==> src/hw/adc_seq_consts.vh <==
// Named constants for the simultaneous-sampling converter sequencer.
`ifndef ADC_SEQ_CONSTS_VH
`define ADC_SEQ_CONSTS_VH

// ----------------------------------------------------------------
// Timing
// ----------------------------------------------------------------
`define ACQ_CYCLES 8'd20
`define CONV_CYCLES 8'd40
`define CNT_ONE 8'd1
`define CNT_ZERO 8'd0

// ----------------------------------------------------------------
// Register addresses
// ----------------------------------------------------------------
`define ADDR_CH_ONE 2'h0
`define ADDR_CH_TWO 2'h1
`define ADDR_CH_THREE 2'h2
`define ADDR_CH_EXTRA 2'h3

// ----------------------------------------------------------------
// Channel set modes and sequence slots
// ----------------------------------------------------------------
`define MODE_23 2'h0
`define MODE_23X 2'h1
`define MODE_123 2'h2
`define MODE_123X 2'h3
`define SLOT_ONE 2'h0
`define SLOT_TWO 2'h1
`define SLOT_THREE 2'h2
`define SLOT_EXTRA 2'h3

// ----------------------------------------------------------------
// Data word layout
// ----------------------------------------------------------------
`define DATA_ZERO 12'h000
`define LSB_ZERO 1'b0

`endif

==> src/hw/adc_sequencer.v <==
// Conversion sequencer and parallel result readout of a simultaneous-sampling converter.
`include "adc_seq_consts.vh"

module adc_sequencer #(
    parameter DW = 11,
    parameter ACQ = 20,
    parameter CONV = 40
) (
    input wire sys_clk,
    input wire sys_rst,
    input wire sample_trigger_in,
    input wire channel_set_sel_lo,
    input wire channel_set_sel_hi,
    input wire extra_input_sel_lo,
    input wire extra_input_sel_hi,
    input wire [DW-1:0] phase_input_one,
    input wire [DW-1:0] phase_input_two,
    input wire [DW-1:0] phase_input_three,
    input wire [DW-1:0] extra_input_zero,
    input wire [DW-1:0] extra_input_one,
    input wire [DW-1:0] extra_input_two,
    input wire [DW-1:0] extra_input_three,
    input wire chip_sel_n,
    input wire read_n,
    input wire reg_addr_lo,
    input wire reg_addr_hi,
    output reg busy_n,
    output reg [DW:0] data_out,
    output reg data_oe
);
    // ----------------------------------------------------------------
    // States
    // ----------------------------------------------------------------
    localparam ST_IDLE = 2'b00;
    localparam ST_ACQ = 2'b01;
    localparam ST_CONV = 2'b10;
    localparam ST_COMMIT = 2'b11;

    // ----------------------------------------------------------------
    // Input synchronisers
    // ----------------------------------------------------------------
    wire [6:0] ctl_sync;
    sync2 #(.WIDTH(7)) u_sync (
        .sys_clk(sys_clk),
        .sys_rst(sys_rst),
        .async_in({sample_trigger_in, channel_set_sel_hi, channel_set_sel_lo,
                   extra_input_sel_hi, extra_input_sel_lo, ~chip_sel_n, ~read_n}),
        .sync_out(ctl_sync)
    );
    wire trig_s = ctl_sync[6];
    wire [1:0] mode_s = ctl_sync[5:4];
    wire [1:0] xsel_s = ctl_sync[3:2];
    // The strobes are synchronised inverted so that the cleared flops read as a
    // released bus, not as a read, in the cycles right after reset.
    wire cs_n_s = ~ctl_sync[1];
    wire rd_n_s = ~ctl_sync[0];

    reg [1:0] addr_meta_reg;
    reg [1:0] addr_reg;

    // The start level is re-timed by a falling-edge flop so that the conversion
    // begins on the rising edge after the falling edge that sees the trigger high.
    reg trig_fall_reg;
    reg trig_prev_reg;

    always @(negedge sys_clk or posedge sys_rst) begin
        if (sys_rst) begin
            trig_fall_reg <= 1'b0;
        end else begin
            trig_fall_reg <= trig_s;
        end
    end

    // ----------------------------------------------------------------
    // Sequencer registers
    // ----------------------------------------------------------------
    reg [1:0] state_reg;
    reg [7:0] cnt_reg;
    reg [2:0] nleft_reg;
    reg [1:0] slot_reg;
    reg [3:0] slot_mask_reg;
    reg [DW-1:0] hold_reg [0:3];
    reg [DW-1:0] shadow_reg [0:3];
    reg [3:0] shadow_vld_reg;
    reg [1:0] commit_idx_reg;
    reg [3:0] commit_mask_reg;
    reg commit_go_reg;

    wire start = trig_fall_reg & ~trig_prev_reg & (state_reg == ST_IDLE);

    // Extra channel routing.
    reg [DW-1:0] extra_mux;
    always @* begin
        case (xsel_s)
            2'h0: extra_mux = extra_input_zero;
            2'h1: extra_mux = extra_input_one;
            2'h2: extra_mux = extra_input_two;
            default: extra_mux = extra_input_three;
        endcase
    end

    // Channel set decode.
    reg [3:0] mask_sel;
    reg [2:0] n_sel;
    always @* begin
        case (mode_s)
            `MODE_23: begin
                mask_sel = 4'h6;
                n_sel = 3'd2;
            end
            `MODE_23X: begin
                mask_sel = 4'hE;
                n_sel = 3'd3;
            end
            `MODE_123: begin
                mask_sel = 4'h7;
                n_sel = 3'd3;
            end
            default: begin
                mask_sel = 4'hF;
                n_sel = 3'd4;
            end
        endcase
    end

    // Next slot to digitise after the current one.
    reg [1:0] next_slot;
    always @* begin
        next_slot = slot_reg;
        if (slot_reg == `SLOT_ONE && slot_mask_reg[1]) begin
            next_slot = `SLOT_TWO;
        end else if (slot_reg == `SLOT_TWO && slot_mask_reg[2]) begin
            next_slot = `SLOT_THREE;
        end else if (slot_reg == `SLOT_THREE && slot_mask_reg[3]) begin
            next_slot = `SLOT_EXTRA;
        end
    end

    integer i;
    always @(posedge sys_clk or posedge sys_rst) begin
        if (sys_rst) begin
            state_reg <= ST_IDLE;
            cnt_reg <= `CNT_ZERO;
            nleft_reg <= 3'd0;
            slot_reg <= `SLOT_ONE;
            slot_mask_reg <= 4'h0;
            busy_n <= 1'b1;
            trig_prev_reg <= 1'b0;
            shadow_vld_reg <= 4'h0;
            commit_go_reg <= 1'b0;
            for (i = 0; i < 4; i = i + 1) begin
                hold_reg[i] <= {DW{1'b0}};
                shadow_reg[i] <= {DW{1'b0}};
            end
        end else begin
            trig_prev_reg <= trig_fall_reg;
            commit_go_reg <= 1'b0;
            case (state_reg)
                ST_IDLE: begin
                    if (start) begin
                        // Every selected input is frozen at the start pulse.
                        hold_reg[0] <= phase_input_one;
                        hold_reg[1] <= phase_input_two;
                        hold_reg[2] <= phase_input_three;
                        hold_reg[3] <= extra_mux;
                        slot_mask_reg <= mask_sel;
                        slot_reg <= mask_sel[0] ? `SLOT_ONE : `SLOT_TWO;
                        nleft_reg <= n_sel;
                        shadow_vld_reg <= 4'h0;
                        busy_n <= 1'b0;
                        cnt_reg <= `CNT_ONE;
                        state_reg <= ST_ACQ;
                    end
                end
                ST_ACQ: begin
                    // Acquisition overlaps the first conversion slot.
                    if (cnt_reg == ACQ[7:0]) begin
                        cnt_reg <= cnt_reg + `CNT_ONE;
                        state_reg <= ST_CONV;
                    end else begin
                        cnt_reg <= cnt_reg + `CNT_ONE;
                    end
                end
                ST_CONV: begin
                    if (cnt_reg == CONV[7:0]) begin
                        shadow_reg[slot_reg] <= hold_reg[slot_reg];
                        shadow_vld_reg[slot_reg] <= 1'b1;
                        cnt_reg <= `CNT_ONE;
                        nleft_reg <= nleft_reg - 3'd1;
                        slot_reg <= next_slot;
                        if (nleft_reg == 3'd2) begin
                            state_reg <= ST_COMMIT;
                        end
                        if (nleft_reg == 3'd1) begin
                            state_reg <= ST_IDLE;
                            busy_n <= 1'b1;
                        end
                    end else begin
                        cnt_reg <= cnt_reg + `CNT_ONE;
                    end
                end
                default: begin
                    // Last channel: results are committed one cycle before busy
                    // rises, i.e. n*40-1 cycles after the start.
                    if (cnt_reg == CONV[7:0] - `CNT_ONE) begin
                        commit_go_reg <= 1'b1;
                        cnt_reg <= cnt_reg + `CNT_ONE;
                    end else if (cnt_reg == CONV[7:0]) begin
                        cnt_reg <= `CNT_ONE;
                        state_reg <= ST_IDLE;
                        busy_n <= 1'b1;
                    end else begin
                        cnt_reg <= cnt_reg + `CNT_ONE;
                    end
                end
            endcase
        end
    end

    // ----------------------------------------------------------------
    // Commit of shadow results into the readable registers
    // ----------------------------------------------------------------
    // The last channel's value is taken straight from the hold register.
    reg [1:0] wr_idx;
    reg [DW-1:0] wr_val;
    always @(posedge sys_clk or posedge sys_rst) begin
        if (sys_rst) begin
            commit_idx_reg <= `SLOT_ONE;
            commit_mask_reg <= 4'h0;
        end else if (commit_go_reg) begin
            commit_mask_reg <= slot_mask_reg;
            commit_idx_reg <= `SLOT_ONE;
        end else if (commit_mask_reg != 4'h0) begin
            commit_mask_reg[commit_idx_reg] <= 1'b0;
            commit_idx_reg <= commit_idx_reg + 2'd1;
        end
    end

    // Commit walks slots up to the last selected one within four cycles; to meet busy rising,
    // every selected slot is also written directly in the commit cycle.
    wire commit_wr = commit_mask_reg[commit_idx_reg];
    always @* begin
        wr_idx = commit_idx_reg;
        wr_val = shadow_vld_reg[commit_idx_reg] ? shadow_reg[commit_idx_reg]
                                                : hold_reg[commit_idx_reg];
    end

    // Readable registers are plain flops so all selected ones update in the commit cycle,
    // one edge before busy rises.
    wire commit_now = (state_reg == ST_COMMIT) && (cnt_reg == CONV[7:0] - `CNT_ONE);
    reg [DW-1:0] result_reg [0:3];
    genvar g;
    generate
        for (g = 0; g < 4; g = g + 1) begin : g_res
            always @(posedge sys_clk or posedge sys_rst) begin
                if (sys_rst) begin
                    result_reg[g] <= {DW{1'b0}};
                end else if (commit_now && slot_mask_reg[g]) begin
                    result_reg[g] <= (shadow_vld_reg[g]) ? shadow_reg[g] : hold_reg[g];
                end
            end
        end
    endgenerate

    // Copy kept in a small memory whose registered read port is left unconnected.
    wire [DW-1:0] rd_word;
    result_regs #(.DW(DW)) u_res (
        .sys_clk(sys_clk),
        .wr_en(commit_wr),
        .wr_addr(wr_idx),
        .wr_data(wr_val),
        .rd_addr(addr_reg),
        .rd_data()
    );
    assign rd_word = result_reg[addr_reg];

    // ----------------------------------------------------------------
    // Read port
    // ----------------------------------------------------------------
    always @(posedge sys_clk or posedge sys_rst) begin
        if (sys_rst) begin
            addr_meta_reg <= 2'h0;
            addr_reg <= 2'h0;
            data_out <= `DATA_ZERO;
            data_oe <= 1'b0;
        end else begin
            addr_meta_reg <= {reg_addr_hi, reg_addr_lo};
            addr_reg <= addr_meta_reg;
            if (!cs_n_s && !rd_n_s) begin
                data_out <= {rd_word, `LSB_ZERO};
                data_oe <= 1'b1;
            end else begin
                data_out <= `DATA_ZERO;
                data_oe <= 1'b0;
            end
        end
    end
endmodule

==> src/hw/result_regs.v <==
// Four-entry result store with registered read port.
module result_regs #(
    parameter DW = 11
) (
    input wire sys_clk,
    input wire wr_en,
    input wire [1:0] wr_addr,
    input wire [DW-1:0] wr_data,
    input wire [1:0] rd_addr,
    output reg [DW-1:0] rd_data
);
    reg [DW-1:0] mem [0:3];

    always @(posedge sys_clk) begin
        if (wr_en) begin
            mem[wr_addr] <= wr_data;
        end
        rd_data <= mem[rd_addr];
    end
endmodule

==> src/hw/sync2.v <==
// Two-flop synchroniser for a group of asynchronous level inputs.
module sync2 #(
    parameter WIDTH = 1
) (
    input wire sys_clk,
    input wire sys_rst,
    input wire [WIDTH-1:0] async_in,
    output reg [WIDTH-1:0] sync_out
);
    reg [WIDTH-1:0] meta_reg;

    always @(posedge sys_clk or posedge sys_rst) begin
        if (sys_rst) begin
            meta_reg <= {WIDTH{1'b0}};
            sync_out <= {WIDTH{1'b0}};
        end else begin
            meta_reg <= async_in;
            sync_out <= meta_reg;
        end
    end
endmodule
==> config.mk <==
export PLATFORM = sky130hd
export DESIGN_NAME = adc_sequencer
export DESIGN_NICKNAME = d
export VERILOG_FILES = /design/src/hw/adc_sequencer.v /design/src/hw/result_regs.v /design/src/hw/sync2.v
export VERILOG_INCLUDE_DIRS = /design/src /design/src/hw
export SDC_FILE = /design/constraint.sdc
export NUM_CORES = 1
export LEC_CHECK = 0
export ABC_AREA = 1
export BUFFER_PORTS_ARGS = -buffer_cell sky130_fd_sc_hd__buf_2
export CAP_MARGIN = 10
export CORE_MARGIN = 10
export CORE_UTILIZATION = 53
export CTS_CLUSTER_DIAMETER = 30
export DETAILED_ROUTE_END_ITERATION = 6
export MAX_ROUTING_LAYER = met4
export PLACE_DENSITY = 0.77
export SLEW_MARGIN = 0
export SYNTH_ARGS = -nofsm -noshare
export SYNTH_HDL_FRONTEND = slang
export SYNTH_SLANG_ARGS = --single-unit
==> constraint.sdc <==
create_clock -name sys_clk -period 6.62 [get_ports sys_clk]
set_clock_uncertainty 0.1 [all_clocks]
set_input_delay 1.324 -clock sys_clk [delete_from_list [all_inputs] [get_ports sys_clk]]
set_output_delay 1.324 -clock sys_clk [all_outputs]
set_load 0.005 [all_outputs]
==> qor.yml, run 1 <==
status: "completed"
hold_class: "flip-flop to flip-flop"
grt_start_max_net_pins: 75
pwr-share-clk_pct: 29.7
fin_area_um2: 9770
drive_gt1_share_pct: 14.0
critical_path_class: "flip-flop to flip-flop"
n_antenna_cell: 0
cts_resized: 0
hold_viol_final: 0
num_vias: 7208
avgSynthCellArea_um2: 8.20
start_kind: "flip-flop"
dr.first_iter.drc_count: 623
hold_start: "u_sync.meta_reg[3]"
portBuffers: 100
io_pins: 102
r2r_end: "slot_mask_reg[0]"
setup_ws_ns: 1.51
synthArstFlopShare_pct: 100
hold_slack_ns: 0.247
synth-edff-count: 0
maxSlewHeadroom_pct: 21.3
maxSlewViolCount: 0
synthCells: 1046
synth_fp_nets: 1147
pwr-share-seq_pct: 43.9
clockBufferDepth: 2
place_area_um2: 9140
dr.pass1.iters: 5
pre_cts_slack_ns: 1.52
worst-path-buf-inv: 3
core_area_um2: 15900
dp_hpwl_um: 15500
cts.clk_slew.worst_paths_ns: 0.06
switching_share_pct: 37.3
die_h_um: 147
cp_data_required_time_ns: 6.84
avgViaCountPerCell: 5.35
cts_setup_buffers: 0
insertion_delay_ns: 0.43
syn_area_um2: 8580
htreeDepth: 4
die-area_um2: 21700
antenna_found_initial: 0
r2r_start: "trig_fall_reg"
regToRegSetupSlack_ns: 1.51
ys_types: 34
cpLargestDelayFamily: "buffers and inverters"
grt_overflow: 0
r2r_cells: 7
postRouteAntennaNets: 0
p_int_mw: 2.25
die_x_um: 147
cpMaxStageDelayCell: "clkinv_1"
grt_pass1_vias: 7012
rows: 46
pwr-share-comb_pct: 26.4
fin_util_pct: 61.5
ir_drop_v: 0.000296
whs_endpoint: "u_sync.sync_out[3]"
final_cell_mix: "356 x nand2_1, 185 x dfrtp_1, 149 x o21ai_0, 100 x buf_2, 79 x inv_1"
root_buffer: "clkbuf_16"
drc: 0
leakage_nw: 4.68
wirelength_um: 22500
gp_congestion: 0.865
p_sw_mw: 1.34
worstSetupEndpointType: "flip-flop"
final_common_cell: "nand2_1"
grt_usage_pct: 21.4
critPathMaxStageDelay_ns: 0.49
power.total_mw: 3.58
hold_depth: 0
area_growth_pct: 13.9
rsz0062_at_grt: "false"
drv_cap: 0
tightest_slew_ns: 1.17
crit_chain: "inv_1, nor2_1, nand2_2, clkinv_1, buf_4, nand2_1, nand2_1"
cts_hold_buf: 0
synthFlopType: "dfrtp_1"
fin_nets: 1220
grt_pass1_wl_um: 36500
power.density_nw_per_um2: 366
seq_area_frac_synth_pct: 54.6
initial_core_util_pct: 54.0
crit_top_cell: "nand2_1"
ys_warn_count: 0
cts_buffers: 17
finalSetupViolations: 0
wl_per_cell_um: 16.7
synth_seq_cells: 187
cts.sinks: 187
tritoncts: "done"
crit_arrival_ns: 5.32
critical_path_peak_fanout: 18
through the flow:
step / TNS (ns) / std cells
2_1_floorplan: -0.397 / 1046
3_3_place_gp: 0 / 1314
3_5_place_dp: 0 / 1314
4_1_cts: 0 / 1345
5_1_grt: 0 / 1347
6_report: 0 / 1347
worst reg2reg max path, stage by stage (launching register included):
cell	delay [ns]
dfrtn_1	0.35
inv_1	0.06
nor2_1	0.05
nand2_2	0.06
clkinv_1	0.49
buf_4	0.43
nand2_1	0.11
nand2_1	0.06
cells in the mapped netlist (2+ instances only):
cell | count | area share [%]
a21oi_1 | 33 | 1.9
a22oi_1 | 12 | 1.1
buf_2 | 12 | 0.70
buf_4 | 2 | 0.17
buf_6 | 4 | 0.53
clkbuf_1 | 32 | 1.4
clkbuf_2 | 3 | 0.17
dfrtp_1 | 185 | 54
ha_1 | 13 | 1.9
inv_1 | 80 | 3.5
inv_2 | 2 | 0.088
nand2_1 | 357 | 16
nand3_1 | 36 | 2.1
nand3_4 | 4 | 0.82
nand4_1 | 4 | 0.29
nor2_1 | 64 | 2.8
nor2_2 | 2 | 0.15
nor3_2 | 3 | 0.35
o21ai_0 | 149 | 8.7
o21ai_1 | 33 | 1.9
or2_2 | 2 | 0.15
xor2_1 | 2 | 0.20
worst max-delay path by stage:
stage / from / endpoint / slack [ns] / depth (start not counted)
2_1_floorplan: sys_rst / trig_fall_reg / -0.40 / 1
3_3_place_gp: trig_fall_reg / slot_mask_reg[0] / 1.58 / 7
3_5_place_dp: trig_fall_reg / hold_reg[37] / 1.52 / 7
4_1_cts: trig_fall_reg / slot_mask_reg[0] / 1.51 / 7
5_1_grt: trig_fall_reg / slot_mask_reg[0] / 1.42 / 7
6_report: trig_fall_reg / slot_mask_reg[0] / 1.51 / 7
area by class of cell:
cell class	count	area, µm²
clock buffer	21	470
clock inverter	10	140
fill	1421	6110
inverter	83	315
multi-input combinational	723	3330
sequential	187	4680
tap	216	270
timing repair buffer	107	563
cell families after synthesis:
logic type	Yosys count	synth area share, %
AND/OR/NAND/NOR	475	22.6
adder cells (fa/ha/maj)	13	1.90
XOR/XNOR	3	0.306
other	1	0.0437
buffers and inverters	136	6.61
flip-flops	187	54.6
AO/OA/AOI/OAI	231	14.0
power by group through the flow:
stage	logic [mW]	clock network (mW)	registers, mW
6_report	0.945	1.06	1.57
5_1_grt	1.06	1.12	1.60
4_1_cts	0.933	1.07	1.56
3_5_place_dp	0.924	0	1.58
3_3_place_gp	0.901	0	1.58
2_1_floorplan	0.680	0	1.46
per-layer routing:
layer | global-route usage [%] | wire length (µm) | vias up | part of all wire [%]
met2 | 32.8 | 10600 | 264 | 47
met1 | 27.7 | 9870 | 3415 | 44
met5 | - | 0 | - | 0
met4 | 8.23 | 682 | 0 | 3.0
li1 | - | - | 3489 | -
met3 | 4.12 | 1320 | 40 | 5.9
Power figures use the tool's default switching activity.
==> run 2: changes to the inputs <==
Clock period 6.62 ns to 4.35 ns, I/O delays scaled along.
==> run 2 against run 1 <==
Against the previous run: die area unchanged; clock power is 41% higher; via count is 0.79% higher; routed wire length down 2.5%; power up 49%; setup slack got worse by 1.0 ns; non-clock buffer count rose by 1; sequential cell count is the same.
==> qor.yml, run 2 (synthesis results as in run 1) <==
status: "completed"
die_x_um: 147
tritoncts: "done"
num_vias: 7265
power.density_nw_per_um2: 545
grt_pass1_wl_um: 36000
r2r_end: "nleft_reg[0]"
core_area_um2: 15900
cts_resized: 0
pwr-share-seq_pct: 44.7
pwr-share-comb_pct: 27.3
tightest_slew_ns: 1.09
dp_hpwl_um: 15400
crit_end: "nleft_reg[0]"
dr.first_iter.drc_count: 739
maxSlewHeadroom_pct: 27.4
wirelength_um: 21900
pre_cts_slack_ns: 0.480
gp_congestion: 0.883
cp_data_required_time_ns: 4.63
cts_setup_buffers: 0
insertion_delay_ns: 0.43
antenna_found_initial: 0
grt_usage_pct: 21.1
crit_arrival_ns: 4.11
r2r_start: "trig_fall_reg"
n_antenna_cell: 0
final_common_cell: "nand2_1"
cts.sinks: 187
drive_gt1_share_pct: 14.2
ir_drop_v: 0.000348
io_pins: 102
critPathLaunch: "trig_fall_reg"
root_buffer: "clkbuf_16"
rsz0062_at_grt: "false"
clockBufferDepth: 2
pwr-share-clk_pct: 28.0
r2r_cells: 8
hold_viol_final: 0
drc: 0
die_h_um: 147
cts_hold_buf: 0
critical_path_class: "flip-flop to flip-flop"
cts.clk_slew.worst_paths_ns: 0.07
critical_path_peak_fanout: 17
p_int_mw: 3.30
maxSlewViolCount: 0
worstSetupEndpointType: "flip-flop"
start_kind: "flip-flop"
htreeDepth: 4
dr.pass1.iters: 6
fin_nets: 1221
p_sw_mw: 2.03
cts_buffers: 17
grt_overflow: 0
setup_ws_ns: 0.514
postRouteAntennaNets: 0
rows: 46
finalSetupViolations: 0
grt_pass1_vias: 6979
drv_cap: 0
grt_start_max_net_pins: 132
leakage_nw: 4.68
die-area_um2: 21700
portBuffers: 100
wl_per_cell_um: 16.2
final_cell_mix: "356 x nand2_1, 185 x dfrtp_1, 149 x o21ai_0, 100 x buf_2, 79 x inv_1"
avgViaCountPerCell: 5.39
hold_class: "flip-flop to flip-flop"
area_growth_pct: 13.9
initial_core_util_pct: 54.0
fin_util_pct: 61.5
regToRegSetupSlack_ns: 0.51
switching_share_pct: 38.1
[run 2: power groups by stage]
stage	registers, mW	clock network (mW)	logic [mW]
after floorplan	2.23	0	1.03
after global placement	2.40	0	1.40
after detailed placement	2.40	0	1.44
after CTS	2.37	1.52	1.45
after global routing	2.42	1.60	1.65
final	2.38	1.49	1.45
[run 2: per-layer routing]
layer  track usage (%)  vias to the layer above  part of all wire [%]
met2              32.8                      256                    48
met3              4.24                       40                   5.7
li1                  -                     3503                     -
met1              27.3                     3466                    44
met4              6.74                        0                   2.3
met5                 -                        -                     0
[run 2: area by class of cell]
class,instances,area [µm²]
clock buffers,19,453
clock inverters,13,119
fillers,1412,6120
inverters,83,315
multi-input cells,723,3330
flip-flops and latches,187,4680
well taps,216,270
repair buffers,108,597
[run 2: worst min-delay path by stage]
stage / start / to / slack (ns) / cells past startpoint
floorplan: addr_meta_reg[0] / addr_reg[0] / 0.23 / 0
global placement: u_sync.meta_reg[3] / u_sync.sync_out[3] / 0.23 / 0
detailed placement: addr_meta_reg[0] / addr_reg[0] / 0.24 / 0
CTS: u_sync.meta_reg[4] / u_sync.sync_out[4] / 0.25 / 0
global route: u_sync.meta_reg[4] / u_sync.sync_out[4] / 0.26 / 0
finish: u_sync.meta_reg[4] / u_sync.sync_out[4] / 0.25 / 0
[run 2: worst max-delay path: stages (launching register included)]
cell	delay [ns]
dfrtn_1	0.42
inv_1	0.05
nor2_1	0.16
nor2_1	0.12
inv_2	0.23
nand2_1	0.30
inv_1	0.16
nand2_1	0.06
nand2_1	0.05
[run 2: metrics by stage]
stage | area, µm² | TNS [ns] | cells | hold slack [ns] | total power [mW]
after global placement | 9160 | 0 | 1314 | 0.232 | 3.80
after global routing | 9770 | 0 | 1349 | 0.260 | 5.66
after floorplan | 8580 | -1.08 | 1046 | 0.231 | 3.26
final | 9770 | 0 | 1349 | 0.250 | 5.32
after detailed placement | 9160 | 0 | 1314 | 0.237 | 3.83
after CTS | 9730 | 0 | 1346 | 0.252 | 5.33
